===== src/hw/dsau_pkg.sv =====
// Package for the data space access unit: address map, sizes, widths and
// the packed request and answer carriers.
// Assumes a single core clock and a synchronous active-high reset.
package dsau_pkg;
  localparam int unsigned DATA_W = 16;
  localparam int unsigned ADDR_W = 16;
  localparam int unsigned NEAR_ADDR_W = 13;
  localparam int unsigned BYTE_W = 8;
  localparam logic [ADDR_W-1:0] SFR_FIRST = 16'h0000;
  localparam logic [ADDR_W-1:0] SFR_LAST = 16'h0FFF;
  localparam logic [ADDR_W-1:0] NEAR_LAST = 16'h1FFF;
  // Fixed X/Y boundary; Y RAM begins here and is not programmable.
  localparam logic [ADDR_W-1:0] Y_FIRST = 16'h4000;
  // Top of implemented RAM; addresses above read as zero.
  localparam logic [ADDR_W-1:0] RAM_LAST = 16'hCFFF;
  localparam logic [ADDR_W-1:0] STEP_BYTE = 16'h0001;
  localparam logic [ADDR_W-1:0] STEP_WORD = 16'h0002;
  localparam logic [DATA_W-1:0] ZERO_WORD = 16'h0000;
  localparam logic [BYTE_W-1:0] ZERO_BYTE = 8'h00;
  localparam logic [BYTE_W-1:0] ONES_BYTE = 8'hFF;
  localparam int unsigned WREG_N = 16;
  localparam int unsigned WIDX_W = 4;
  localparam logic [1:0] LANES_NONE = 2'h0;
  localparam logic [1:0] LANES_BOTH = 2'h3;
  localparam logic [1:0] LANE_LOW = 2'h1;
  localparam logic [1:0] LANE_HIGH = 2'h2;

  // Address source for the X generator.
  typedef enum logic [3:0] {
    DSAU_AM_NEAR = 4'h1,
    DSAU_AM_DIRECT = 4'h2,
    DSAU_AM_IND = 4'h4,
    DSAU_AM_IND_POSTINC = 4'h8
  } dsau_amode_t;

  // Working-register update on a load.
  typedef enum logic [3:0] {
    DSAU_WB_NONE = 4'h1,
    DSAU_WB_LOAD = 4'h2,
    DSAU_WB_SIGN_EXTEND = 4'h4,
    DSAU_WB_ZERO_EXTEND = 4'h8
  } dsau_wb_t;

  typedef struct packed {
    logic valid;
    logic write;
    logic byte_op;
    dsau_amode_t amode;
    logic [WIDX_W-1:0] ptr_reg;
    logic [ADDR_W-1:0] direct_addr;
    logic [NEAR_ADDR_W-1:0] near_addr;
    logic [DATA_W-1:0] wdata;
    dsau_wb_t wb;
    logic [WIDX_W-1:0] dst_reg;
  } dsau_xreq_t;

  typedef struct packed {
    logic valid;
    logic [ADDR_W-1:0] addr;
  } dsau_yreq_t;

  typedef struct packed {
    logic we;
    logic [1:0] lanes;
    logic [ADDR_W-1:0] addr;
    logic [DATA_W-1:0] data;
  } dsau_mwr_t;
endpackage


===== src/hw/dsau_addr_gen.sv =====
// Address generator: effective byte address, pointer step and checks.
// Assumes the pointer value is supplied from the working register file.
`timescale 1ns/10ps
module dsau_addr_gen (
  // Request
  input wire logic i_byte_op,
  input wire dsau_pkg::dsau_amode_t i_amode,
  input wire logic [dsau_pkg::ADDR_W-1:0] i_ptr,
  input wire logic [dsau_pkg::ADDR_W-1:0] i_direct_addr,
  input wire logic [dsau_pkg::NEAR_ADDR_W-1:0] i_near_addr,
  // Result
  output logic [dsau_pkg::ADDR_W-1:0] o_effective_byte_address,
  output logic [dsau_pkg::ADDR_W-1:0] o_next_ptr,
  output logic o_ptr_update,
  output logic o_misaligned,
  output logic o_in_ram,
  output logic o_in_sfr
);
  import dsau_pkg::*;
  logic [ADDR_W-1:0] ea;

  always_comb begin
    ea = i_ptr;
    o_ptr_update = 1'b0;
    case (i_amode)
      DSAU_AM_NEAR: ea = {{(ADDR_W-NEAR_ADDR_W){1'b0}}, i_near_addr};
      DSAU_AM_DIRECT: ea = i_direct_addr;
      DSAU_AM_IND: ea = i_ptr;
      DSAU_AM_IND_POSTINC: begin
        ea = i_ptr;
        o_ptr_update = 1'b1;
      end
      default: ea = i_ptr;
    endcase
  end

  assign o_next_ptr = i_ptr + (i_byte_op ? STEP_BYTE : STEP_WORD);
  assign o_effective_byte_address = ea;
  assign o_misaligned = !i_byte_op && ea[0];
  assign o_in_sfr = (ea >= SFR_FIRST) && (ea <= SFR_LAST);
  assign o_in_ram = (ea > SFR_LAST) && (ea <= RAM_LAST);
endmodule


===== src/hw/dsau_lane_sel.sv =====
// Read lane selector: picks a byte from a fetched word onto the low byte.
// Assumes the fetched word was already forced to zero where unmapped.
`timescale 1ns/10ps
module dsau_lane_sel (
  // Fetched word
  input wire logic [dsau_pkg::DATA_W-1:0] i_word,
  input wire logic i_byte_op,
  input wire logic i_odd,
  // Delivered data
  output logic [dsau_pkg::DATA_W-1:0] o_data
);
  import dsau_pkg::*;
  assign o_data = !i_byte_op ? i_word :
    {ZERO_BYTE, i_odd ? i_word[DATA_W-1:BYTE_W] : i_word[BYTE_W-1:0]};
endmodule


===== src/hw/dsau_top.sv =====
// Data space access unit: X/Y address generation, byte lanes, alignment
// trap, region decode and working-register load write-back.
// Assumes memory and registers answer a word read combinationally.
`timescale 1ns/10ps
module dsau_top (
  // Clock and reset
  input wire logic i_ref_clk,
  input wire logic i_reset,
  // X request from the execution unit
  input wire dsau_pkg::dsau_xreq_t i_xreq,
  // Y request, multiply-accumulate class only
  input wire dsau_pkg::dsau_yreq_t i_yreq,
  input wire logic i_multiply_accumulate_class,
  // Words fetched from memory and registers at the driven addresses
  input wire logic [dsau_pkg::DATA_W-1:0] i_x_mem_word,
  input wire logic [dsau_pkg::DATA_W-1:0] i_y_mem_word,
  input wire logic i_sfr_implemented,
  // Memory side
  output logic [dsau_pkg::ADDR_W-1:0] o_x_rd_addr,
  output logic [dsau_pkg::ADDR_W-1:0] o_y_rd_addr,
  output dsau_pkg::dsau_mwr_t o_x_wr,
  // Results to the execution unit
  output logic [dsau_pkg::DATA_W-1:0] o_x_rdata,
  output logic [dsau_pkg::DATA_W-1:0] o_y_rdata,
  output logic o_x_rvalid,
  output logic o_y_rvalid,
  output logic [dsau_pkg::ADDR_W-1:0] o_effective_byte_address,
  output logic o_address_error,
  // Working register file view
  output logic [dsau_pkg::WREG_N*dsau_pkg::DATA_W-1:0] o_wregs
);
  import dsau_pkg::*;

  logic [DATA_W-1:0] wreg [WREG_N];
  logic [ADDR_W-1:0] ea;
  logic [ADDR_W-1:0] next_ptr;
  logic ptr_update;
  logic misaligned;
  logic in_ram;
  logic in_sfr;
  logic [DATA_W-1:0] x_word;
  logic [DATA_W-1:0] y_word;
  logic [DATA_W-1:0] x_sel;
  logic [DATA_W-1:0] y_sel;
  logic y_in_ram;
  logic y_ok;
  logic do_write;
  logic [1:0] next_lanes;
  logic [DATA_W-1:0] next_wdata;

  dsau_addr_gen u_xgen (
    .i_byte_op(i_xreq.byte_op),
    .i_amode(i_xreq.amode),
    .i_ptr(wreg[i_xreq.ptr_reg]),
    .i_direct_addr(i_xreq.direct_addr),
    .i_near_addr(i_xreq.near_addr),
    .o_effective_byte_address(ea),
    .o_next_ptr(next_ptr),
    .o_ptr_update(ptr_update),
    .o_misaligned(misaligned),
    .o_in_ram(in_ram),
    .o_in_sfr(in_sfr)
  );

  assign x_word = (in_ram || (in_sfr && i_sfr_implemented)) ?
    i_x_mem_word : ZERO_WORD;

  dsau_lane_sel u_xsel (
    .i_word(x_word),
    .i_byte_op(i_xreq.byte_op),
    .i_odd(ea[0]),
    .o_data(x_sel)
  );

  assign y_ok = i_yreq.valid && i_multiply_accumulate_class &&
    !i_yreq.addr[0];
  // Fixed boundary, Y is RAM only.
  assign y_in_ram = (i_yreq.addr >= Y_FIRST) && (i_yreq.addr <= RAM_LAST);
  assign y_word = y_in_ram ? i_y_mem_word : ZERO_WORD;

  dsau_lane_sel u_ysel (
    .i_word(y_word),
    .i_byte_op(1'b0),
    .i_odd(1'b0),
    .o_data(y_sel)
  );

  assign do_write = i_xreq.valid && i_xreq.write && !misaligned;

  always_comb begin
    next_lanes = LANES_NONE;
    next_wdata = i_xreq.wdata;
    if (do_write) begin
      if (!i_xreq.byte_op) begin
        next_lanes = LANES_BOTH;
      end else if (ea[0]) begin
        next_lanes = LANE_HIGH;
        next_wdata = {i_xreq.wdata[BYTE_W-1:0], i_xreq.wdata[BYTE_W-1:0]};
      end else begin
        next_lanes = LANE_LOW;
        next_wdata = {i_xreq.wdata[BYTE_W-1:0], i_xreq.wdata[BYTE_W-1:0]};
      end
    end
  end

  // The fetched words come back in the request cycle; these registered
  // word addresses only report what was fetched, one cycle late.
  // Two concurrent read addresses.
  always_ff @(posedge i_ref_clk) begin
    if (i_reset) begin
      o_x_rd_addr <= ZERO_WORD;
      o_y_rd_addr <= ZERO_WORD;
    end else begin
      o_x_rd_addr <= {ea[ADDR_W-1:1], 1'b0};
      o_y_rd_addr <= {i_yreq.addr[ADDR_W-1:1], 1'b0};
    end
  end

  // Address taken unmodified.
  // Modulo and bit-reversed stepping live upstream, so writes take it as is.
  // Writes see one combined space.
  always_ff @(posedge i_ref_clk) begin
    if (i_reset) begin
      o_x_wr <= '0;
    end else begin
      o_x_wr.we <= do_write;
      o_x_wr.lanes <= next_lanes;
      o_x_wr.addr <= {ea[ADDR_W-1:1], 1'b0};
      o_x_wr.data <= next_wdata;
    end
  end

  always_ff @(posedge i_ref_clk) begin
    if (i_reset) begin
      o_x_rdata <= ZERO_WORD;
      o_x_rvalid <= 1'b0;
      o_effective_byte_address <= ZERO_WORD;
    end else begin
      o_x_rdata <= x_sel;
      o_x_rvalid <= i_xreq.valid && !i_xreq.write;
      o_effective_byte_address <= ea;
    end
  end

  always_ff @(posedge i_ref_clk) begin
    if (i_reset) begin
      o_y_rdata <= ZERO_WORD;
      o_y_rvalid <= 1'b0;
    end else begin
      o_y_rdata <= y_ok ? y_sel : ZERO_WORD;
      o_y_rvalid <= y_ok;
    end
  end

  // Trap after the access.
  // The pulse lands with the completed result, so the exception logic
  // sees the state left by the faulting instruction, minus any write.
  always_ff @(posedge i_ref_clk) begin
    if (i_reset) begin
      o_address_error <= 1'b0;
    end else begin
      o_address_error <= i_xreq.valid && misaligned;
    end
  end

  // Working registers; load write-back, pointer update and extension.
  // A word load into the pointer register itself wins over the post-increment; a byte load replaces only its low byte.
  always_ff @(posedge i_ref_clk) begin
    if (i_reset) begin
      for (int i = 0; i < WREG_N; i++) begin
        wreg[i] <= ZERO_WORD;
      end
    end else if (i_xreq.valid) begin
      if (ptr_update) begin
        wreg[i_xreq.ptr_reg] <= next_ptr;
      end
      case (i_xreq.wb)
        DSAU_WB_LOAD: begin
          if (!i_xreq.write) begin
            if (i_xreq.byte_op) begin
              wreg[i_xreq.dst_reg][BYTE_W-1:0] <= x_sel[BYTE_W-1:0];
            end else begin
              wreg[i_xreq.dst_reg] <= x_sel;
            end
          end
        end
        DSAU_WB_SIGN_EXTEND: begin
          wreg[i_xreq.dst_reg][DATA_W-1:BYTE_W] <=
            wreg[i_xreq.dst_reg][BYTE_W-1] ? ONES_BYTE : ZERO_BYTE;
        end
        DSAU_WB_ZERO_EXTEND: begin
          wreg[i_xreq.dst_reg][DATA_W-1:BYTE_W] <= ZERO_BYTE;
        end
        default: begin
        end
      endcase
    end
  end

  // Register view flattened for the core; it is a copy so the output is
  // a flip-flop, one cycle behind the working registers.
  always_ff @(posedge i_ref_clk) begin
    if (i_reset) begin
      o_wregs <= '0;
    end else begin
      for (int i = 0; i < WREG_N; i++) begin
        o_wregs[i*DATA_W +: DATA_W] <= wreg[i];
      end
    end
  end
endmodule


===== config.mk =====
export PLATFORM = sky130hd
export DESIGN_NAME = dsau_top
export DESIGN_NICKNAME = d
export VERILOG_FILES = /design/src/hw/dsau_pkg.sv /design/src/hw/dsau_addr_gen.sv /design/src/hw/dsau_lane_sel.sv /design/src/hw/dsau_top.sv
export SDC_FILE = /design/constraint.sdc
export NUM_CORES = 1
export LEC_CHECK = 0
export BUFFER_PORTS_ARGS = -buffer_cell sky130_fd_sc_hd__buf_2
export CAP_MARGIN = 20
export CELL_PAD_IN_SITES_DETAIL_PLACEMENT = 0
export CELL_PAD_IN_SITES_GLOBAL_PLACEMENT = 1
export CORE_ASPECT_RATIO = 1.5
export CORE_UTILIZATION = 43
export CTS_BUF_LIST = sky130_fd_sc_hd__clkbuf_16
export DETAILED_ROUTE_END_ITERATION = 6
export PLACE_DENSITY_LB_ADDON = 0.08
export RECOVER_POWER = 50
export SETUP_SLACK_MARGIN = 0.2
export SYNTH_ARGS = -nofsm -noshare
export SYNTH_HDL_FRONTEND = slang
export SYNTH_SLANG_ARGS = --single-unit
export TNS_END_PERCENT = 100

===== constraint.sdc =====
create_clock -name i_ref_clk -period 6.15 [get_ports i_ref_clk]
set_clock_uncertainty 0.2 [all_clocks]
set_input_delay 0.3075 -clock i_ref_clk [delete_from_list [all_inputs] [get_ports i_ref_clk]]
set_output_delay 0.3075 -clock i_ref_clk [all_outputs]
set_load 0.01 [all_outputs]

; ---- Yosys cells after proc, flatten, opt, wreduce, memory -nomap -nowiden
; Memory sizes are Yosys's and may differ from the RTL's. A register that Yosys moved wholly into a read port is not among the register bits.
; Index checks and enable logic that the tools add are counted.
[word_totals]
ff_bits = 103
mem_bits_rw = 256
word_cells = 100
memories = 1
[op_classes]
add_sub_neg = 1
order_cmp = 6
eq_ne = 6
n_mux = 46
bitwise = 6
n_reduce_logical = 20
[memory_table]
columns = memory, words, width, rd, rd_clocked_by_memory_dff, write_ports, line
row1 = wreg, 16, 16, 18, 16, 16, dsau_top.sv:34  ; logic [DATA_W-1:0] wreg [WREG_N];
[ops]
columns = op, count
row1 = two-way mux 16 bit, 6
row2 = two-way mux 8 bit, 5
row3 = less-or-equal comparator 16 bit (second input constant), 2
row4 = case mux 16 bit (2 select lines), 1
row5 = OR reduction 16 bit, 2
row6 = two-way mux 1 bit, 28
row7 = adder 16 bit, 1
row8 = >= comparator 16 x 1 -> 1 bit (second input constant), 1
row9 = >= comparator 16 x 15 -> 1 bit (second input constant), 1
row10 = greater-than comparator 16 x 12 -> 1 bit (second input constant), 1
row11 = less-or-equal comparator 16 x 12 -> 1 bit (second input constant), 1
row12 = logical AND 1 bit, 11
row13 = == test 4 x 2 -> 1 bit (second input constant), 2
row14 = == test 4 bit (second input constant), 2
row15 = two-way mux 2 bit, 4
row16 = two-way mux 4 bit, 2
row17 = == test 4 x 1 -> 1 bit (second input constant), 1
row18 = == test 4 x 3 -> 1 bit (second input constant), 1
row19 = zero test 1 bit, 4
row20 = inverter 1 bit, 3
row21 = bitwise OR 1 bit, 3
row22 = OR reduction 3 bit, 1
row23 = OR reduction 2 bit, 1
row24 = logical OR 1 bit, 1

; ---- Logic depth before layout (Yosys ltp)
; Gate-level depths: netlist (run 1).
[logic_depth]
word_depth = 12
ltp_mapped = 14
depth_no_buf = 10

; ---- By module
; A second synthesis (run 1) with hierarchy kept.
[hier_totals]
hier_cells = 2137
hier_area_um2 = 25145.4
[modules_own_cells]
columns = mod, n_inst, cells_per_inst, area_each_um2, seq_area_each_um2
row1 = dsau_top, 1, 1991, 24056.8, 14513.9
row2 = dsau_addr_gen, 1, 112, 745.7, 0.0
row3 = dsau_lane_sel, 2, 17, 171.4, 0.0

; ---- Worst setup path before layout (run 1)
; OpenSTA, ideal clock, no wires.
[synth_timing]
kind = input -> register
startpoint = input i_xreq[53] (netlist name)
endpoint = memory wreg[5][9], data pin
arrival_ns = 4.041
required_time_ns = 5.681
path_slack_ns = 1.640
stages = 14
path_buffers = 6
path_cell_list = buf_4 -> buf_6 -> buf_4 -> buf_4 -> buf_1 -> mux4_2 -> mux4_2 -> ha_1 -> a21o_1 -> nand3_1 -> or3_1 -> xnor2_1 -> buf_2 -> o22ai_1
[synth_rtl]
columns = item, line
row1 = "start, declared", dsau_top.sv:10  ; input wire dsau_pkg::dsau_xreq_t i_xreq,
row2 = "end, declared", dsau_top.sv:34

==> results of run 1 <==
## repair_timing
item / 4_1_cts / 5_1_grt
setup buffers: 0 / 0
hold endpoints to repair: 75 / 0
hold buffers: 79 / 0
## path summary, 6_finish.rpt
kind,start,end,slack [ns],cells past startpoint
setup / recovery,i_reset,o_x_rdata[15],1.54,5
hold / removal,i_reset,o_y_rd_addr[14],-0.006,2
setup reg to reg,wreg[8][0],wreg[3][14],2.19,10
hold reg to reg,wreg[9][13],o_wregs[157],0.29,1
## cells in the mapped netlist, types with 3 or more instances
library cell,instances
nand3b_1,3
o21ai_0,18
or2_2,4
xor2_1,9
buf_4,42
edfxtp_1,256
a211oi_1,14
mux4_2,68
inv_1,7
o22ai_1,222
a22oi_1,7
dfxtp_1,341
a221oi_1,7
nand2_1,117
and2_1,32
nor3_1,43
o22ai_2,3
mux2_2,10
xnor2_1,5
or3_1,5
a21oi_4,8
nand3_1,17
a31oi_1,3
nor2_1,92
clkbuf_1,76
buf_2,18
buf_6,11
mux2i_1,26
buf_1,9
a22o_1,38
nand2b_1,10
a21oi_1,19
nor2b_1,300
## where the power goes
part	switching (mW)	internal, mW
Clock	1.56	2.07
Sequential	0.0928	4.28
Combinational	0.604	0.320
## flip-flops by register name (all words and copies together), names as in the netlist
name                      count
o_y_rvalid                    1
o_wregs                     256
o_address_error               1
o_x_rdata                    16
o_y_rd_addr                  15
wreg                        256
o_effective_byte_address      1
o_y_rdata                    16
o_x_rvalid                    1
o_x_wr                       34
## worst reg2reg max path: cells and delay by family (launching register included)
kind,cells,cell delay [ns]
multiplexers,2,0.68
adder cells (fa/ha/maj),2,0.69
AO/OA/AOI/OAI,1,0.17
AND/OR/NAND/NOR,4,0.72
flip-flops,1,0.45
XOR/XNOR,1,0.76
## layer usage
metal / wire length, µm / vias up / part of all wire, % / track usage, %
met1: 31000 / 8635 / 38 / 34.9
met2: 42300 / 945 / 51 / 51.3
met3: 6130 / 154 / 7.4 / 4.32
met5: 14 / - / 0.017 / 0
li1: - / 7840 / - / -
met4: 2960 / 2 / 3.6 / 10.8
## cell usage in the layout, fill, tap and decap left out, types with 4 or more instances in the layout
| master | n |
|---|---|
| clkbuf_1 | 379 |
| dfxtp_1 | 341 |
| nor2b_1 | 300 |
| edfxtp_1 | 256 |
| o22ai_1 | 222 |
| nand2_1 | 117 |
| buf_2 | 108 |
| nor2_1 | 92 |
| dlygate4sd3_1 | 79 |
| mux4_2 | 68 |
| clkbuf_16 | 62 |
| nor3_1 | 43 |
| a22o_1 | 38 |
| buf_4 | 27 |
| mux2i_1 | 26 |
| and2_1 | 23 |
| a21oi_1 | 19 |
| o21ai_0 | 18 |
| nand3_1 | 17 |
| inv_1 | 15 |
| a211oi_1 | 14 |
| clkinv_2 | 12 |
| mux2_2 | 10 |
| nand2b_1 | 10 |
| and2_0 | 9 |
| a21oi_4 | 8 |
| a221oi_1 | 7 |
| a22oi_1 | 7 |
| bufinv_16 | 6 |
| or3_1 | 5 |
| xor2_1 | 5 |
| clkinv_1 | 5 |
| or2_2 | 4 |
| xor2_2 | 4 |
| xnor2_1 | 4 |
## cells by family after synthesis
logic type,synth area share (%)
DFF,62.1
xor gates and xnor gates,0.524
buffers and inverters,3.74
other,0.0160
and+or+nand+nor,14.5
adders and majority gates,0.193
AOI/OAI and AO/OA,10.8
muxes,8.14
## final cells by class
class	count	area share, %
inverter	7	0.0927
timing repair buffer	594	10.5
tap	689	3.04
multi-input combinational	1116	28.4
antenna	3	0.0265
clock buffer	62	5.47
clock inverter	42	1.32
sequential	597	51.2
==> out/metrics.csv, run 1 <==
stage;metric;value;unit
run_status;outcome;finished, violations left;
run_status;violations;design-rule violations, negative hold slack, max-capacitance violations, max-slew violations;
setup_path;critical_path.top_delay_family;buffers and inverters;
sta;relSlewSlack;-168;%
clock_network;htreeDepth;2;
detailed_routing;drtIter0Drc;1537;
placement;dp_hpwl;61400;µm
sta;grt_setup_unrepaired;false;
clock_network;post_cts_resized;0;
finish;area_growth;21.2;%
sta;fmax;217;MHz
floorplan;die_width;192;µm
synthesis;yosys.area.top_type;edfxtp_1;
worst_hold_path;worst_hold_path_type;in2reg;
finish;design_area;28300;µm²
finish;seq_area;14500;µm²
detailed_routing;drcViolationCount;208;
pwr;peakVddDrop;220;µV
floorplan;ios;491;
sta;tightest_slew;4.03;ns
synthesis;synth.avg_cell_area;12.5;µm²
detailed_routing;wl_per_cell;26.5;µm
synthesis;synth_top_area_share;32.9;%
sta;holdWs;-0.00639;ns
global_routing;grtUsageTotal;28.8;%
pwr;p_leak;10.3;nW
synthesis;synth_cells;1874;
setup_path;critPathMaxStageDelay;2.88;ns
synthesis;synth_edf_count;256;
sta;setup_viol;0;
finish;drive_gt1_share;13.8;%
sta;hold_viol_final;2;
sta;fin_crit_sh;74.9;%
global_routing;grt_overflow;0;
clock_network;insertion_delay;0.62;ns
synthesis;ys_types;61;
detailed_routing;wl;82400;µm
clock_network;cts_buffers;55;
sta;drv_slew;204;
setup_path;crit_chain;buf_8, clkbuf_1, or3_1, nor2_1, and2_1;
setup_path;worstPathArrival;4.90;ns
clock_network;cts.sinks;597;
finish;multi_input_area;8040;µm²
finish;nets;2491;
detailed_routing;ant_nets;0;
sta;setup_tns;0;ns
setup_path;critPathSlowestCell;clkbuf_1;
pwr;power.total;8.92;mW
setup_path;crit_fanout;123;
detailed_routing;dr_total_vias;17600;
global_routing;grt_max_degree;124;
setup_path;start_kind;input pin;
detailed_routing;first_pass_iters;7;
synthesis;ys_ff_latch;597;
placement;postPlaceCellArea;26100;µm²
finish;instances_no_fill;3110;
floorplan;dieArea;55300;µm²
floorplan;rows;104;
clock_network;cts_tree;built;
floorplan;core;53700;µm²
setup_path;cp.required;6.44;ns
global_routing;grt_pass1_wl;116000;µm
synthesis;async_flop_share;0;%
synthesis;synth_area_leaders;edfxtp_1, dfxtp_1, nor2b_1, mux4_2, o22ai_1;
global_routing;antenna_found_initial;5;
placement;io_buffers;487;
placement;dp.cells;2924;
pwr;powerDensity;315;nW/µm²
placement;pre_cts_ws;1.40;ns
global_routing;first_global_vias;17300;
detailed_routing;avgViaCountPerCell;5.65;
finish;fin_util;52.7;%
clock_network;root_buffer;clkbuf_16;
synthesis;ys_seq_area_share;62.1;%
sta;setup_slack;1.54;ns
finish;fillCellCount;4946;
setup_path;critical_path_buf_inv_count;2;
sta;final.min_clock_period;4.61;ns
flow_run;maxCapViolations;2;
placement;gp_congestion;0.918;
setup_path;crit_path_end_kind;flip-flop;
floorplan;die_h;288;µm
floorplan;initial_core_util;43.5;%
setup_path;critical_path_class;in2reg;
synthesis;ys.flop_type;dfxtp_1;
clock_network;clockBufferDepth;3;
synthesis;syn_area;23400;µm²
synthesis;yosys_warnings;0;
clock_network;clk_pin_slew_worst_paths;0.07;ns
No activity file was read; power rests on OpenSTA's default activity.
==> run 2, diff against run 1 <==
ABC_AREA = 1   (was default)
CORE_UTILIZATION = 37   (was 43)
clock period = 4.15 ns   (was 6.15 ns; I/O delays follow)
==> run 2 against run 1 <==
Effect of this change:
- the flow finishes with violations (max-capacitance violations, max-slew violations)
- utilization fell by 5.5 points
- register-to-register slack got worse by 1.4 ns
- first-iteration DRC count rose by 14%
- via count rose by 30%
- clock power rose by 50%
- sequential share of layout area fell by 5.9 points
- synthesized area rose by 8.3%
- critical endpoint is now wreg[11][3]
- largest cell class unchanged
==> out/metrics.csv, run 2 <==
stage;metric;value;unit;change
finish;seq_area;14500;µm²;unchanged
finish;layout_common_cells;nand2_1, nor2_1, inv_1;;
floorplan;core;67800;µm²;+26%
floorplan;ios;491;;unchanged
pwr;peakVddDrop;329;µV;+49%
synthesis;synthTopCellsByCount;nand2_1, nor2_1, inv_1;;
synthesis;ys.flop_type;dfxtp_1;;
synthesis;synth_cells;3046;;+63%
finish;largestRegisters;o_wregs: 256 flops, wreg: 256 flops, o_x_wr: 34 flops;;
synthesis;synth_edf_count;256;;unchanged
setup_path;start_kind;input pin;;
global_routing;grt_overflow;0;;unchanged
global_routing;grt_pass1_wl;141000;µm;+22%
synthesis;ys_seq_area_share;57.3;%;-4.8 points
detailed_routing;ant_nets;0;;unchanged
clock_network;postCtsHoldBufs;145;;+84%
detailed_routing;wl;96900;µm;+18%
clock_network;root_buffer;clkbuf_16;;
floorplan;die_h;322;µm;+12%
detailed_routing;first_pass_iters;6;;-1
sta;setup_viol;0;;unchanged
sta;hold_viol_final;0;;-2
synthesis;yosys.area.top_type;edfxtp_1;;
pwr;p_leak;14.6;nW;+41%
global_routing;antenna_found_initial;2;;-3
synthesis;yosys_warnings;0;;unchanged
clock_network;insertion_delay;0.65;ns;+0.03 ns
sta;drv_slew;286;;+40%
clock_network;clk_pin_slew_worst_paths;0.06;ns;about the same
finish;multi_input_area;8320;µm²;+3.4%
run_status;violations;max-capacitance violations, max-slew violations;;
clock_network;post_cts_buffers;0;;unchanged
global_routing;grt_max_degree;196;;+58%
setup_path;critical_path_buf_inv_count;4;;+2
setup_path;crit_fanout;195;;+59%
synthesis;async_flop_share;0;%;unchanged
synthesis;ys_types;44;;-28%
synthesis;syn_area;25300;µm²;+8.3%
clock_network;cts_buffers;58;;+5.5%
setup_path;critical_path.top_delay_family;buffers and inverters;;
sta;tightest_slew;2.28;ns;-1.75 ns
finish;fin_util;47.3;%;-5.5 points
floorplan;initial_core_util;37.4;%;-6.2 points
floorplan;die_width;216;µm;+12%
clock_network;htreeDepth;2;;unchanged
sta;setup_tns;0;ns;unchanged
placement;gp_congestion;0.891;;-3.0%
setup_path;critPathSlowestCell;clkbuf_4;;
setup_path;worstPathArrival;3.75;ns;-1.15 ns
sta;relSlewSlack;-51.7;%;+120 points
synthesis;yosys.cell_count.top_type;nand2_1;;
detailed_routing;drtIter0Drc;1755;;+14%
sta;final.min_clock_period;3.60;ns;
flow_run;maxCapViolations;2;;unchanged
finish;drive_gt1_share;10.8;%;-3.0 points
clock_network;cts_tree;built;;
detailed_routing;wl_per_cell;21.0;µm;-21%
setup_path;critPathMaxStageDelay;1.49;ns;-1.39 ns
floorplan;dieArea;69500;µm²;+26%
synthesis;synth_top_area_share;30.4;%;-2.5 points
finish;antenna_cells;0;;-3
sta;fin_crit_sh;86.8;%;
run_status;outcome;finished, violations left;;
clock_network;post_cts_resized;0;;unchanged
worst_hold_path;worst_hold_path_type;in2reg;;
sta;grt_setup_unrepaired;false;;
setup_path;cp.required;4.30;ns;-2.14 ns
finish;nets;3800;;+53%
detailed_routing;avgViaCountPerCell;4.96;;-12%
setup_path;crit_chain;dlygate4sd3_1, buf_8, clkbuf_4, nor2_1, o21ai_0, buf_2;;
finish;final_common_cell;nand2_1;;
clock_network;cts.sinks;597;;unchanged
sta;fmax;278;MHz;
placement;io_buffers;487;;unchanged
clock_network;clockBufferDepth;3;;unchanged
synthesis;synth.avg_cell_area;8.31;µm²;-33%
placement;dp_hpwl;72300;µm;+18%
finish;area_growth;26.5;%;
detailed_routing;dr_total_vias;22900;;+30%
pwr;powerDensity;420;nW/µm²;+33%
finish;fillCellCount;6881;;+39%
detailed_routing;drcViolationCount;0;;-100%
floorplan;rows;117;;+13%
setup_path;critical_path_class;in2reg;;
global_routing;grtUsageTotal;27.1;%;-1.7 points
synthesis;ys_ff_latch;597;;unchanged
synthesis;synth_area_leaders;edfxtp_1, dfxtp_1, nand2_1, nand3_1, nor2_1;;
global_routing;first_global_vias;22300;;+28%
setup_path;crit_path_end_kind;flip-flop;;
## run 2: cell types whose count changed after synthesis, moves of 31 or more
| cell | change |
|---|---|
| a22oi_1 | +32 |
| inv_1 | +385 |
| a22o_1 | -37 |
| nor2_1 | +366 |
| o22ai_1 | -159 |
| nand3_1 | +354 |
| nand2_1 | +611 |
| nor3_1 | -41 |
| nor2b_1 | -300 |
| and2_1 | -31 |
| o21ai_0 | +56 |
| mux4_2 | -68 |
## run 2: worst paths after layout
path              slack (ns)  cells after the start             from            to
setup / recovery        0.55                      6          i_reset   wreg[11][3]
hold / removal          0.09                      5  i_x_mem_word[5]  o_x_rdata[5]
setup reg to reg        0.84                     11       wreg[9][0]    wreg[4][4]
hold reg to reg         0.27                      2      wreg[0][12]   o_wregs[12]
## run 2: stage by stage
stage | instances | setup WS (ns) | instance area, µm² | power (mW) | hold WS (ns)
6_report | 4621 | 0.548 | 32000 | 13.4 | 0.0936
5_1_grt | 4621 | 0.254 | 32000 | 13.9 | 0.135
4_1_cts | 4618 | 0.758 | 32500 | 13.6 | 0.0606
3_5_place_dp | 4364 | 0.523 | 29100 | 8.06 | 0.200
3_3_place_gp | 4360 | 0.597 | 29100 | 8.05 | 0.202
2_1_floorplan | 3048 | 1.20 | 25300 | 7.34 | 0.0917
## run 2: layer usage
layer | share of wire [%] | vias to the layer above | wire (µm) | track usage [%]
met5 | 0 | - | 0 | 0
met4 | 4.8 | 0 | 4630 | 12.4
met3 | 5.1 | 199 | 4940 | 3.17
met2 | 51 | 919 | 49900 | 49.3
met1 | 39 | 10900 | 37400 | 31.7
li1 | - | 10900 | - | -
## run 2: area by class of cell
cell class | count | area share [%]
multi-input cells | 1862 | 26.0
repair buffers | 757 | 14.3
clock buffers | 68 | 5.31
well taps | 892 | 3.48
clock inverters | 41 | 0.817
flip-flops and latches | 597 | 45.3
inverters | 404 | 4.74
## run 2: kinds of logic (layout without fill, tap and decap cells)
kind of cell	after synthesis	after routing	synth area share (%)
simple gates	1612	1612	26.5
compound gates	240	240	5.91
flops	597	597	57.3
buf+inv	589	1270	9.94
other cells	1	3	0.0148
fa+ha+maj	3	3	0.178
xor+xnor	4	4	0.198
## run 2: tightest hold or removal path: stages
cell,delay [ns]
buf_2,0.11
nand2_1,0.07
o21ai_2,0.29
nand2_1,0.15
nor2_1,0.04
## run 2: power by group
group | switching, mW | internal, mW
Combinational | 1.09 | 0.488
Sequential | 0.0943 | 6.34
Clock | 2.38 | 3.05
Total | 3.56 | 9.88
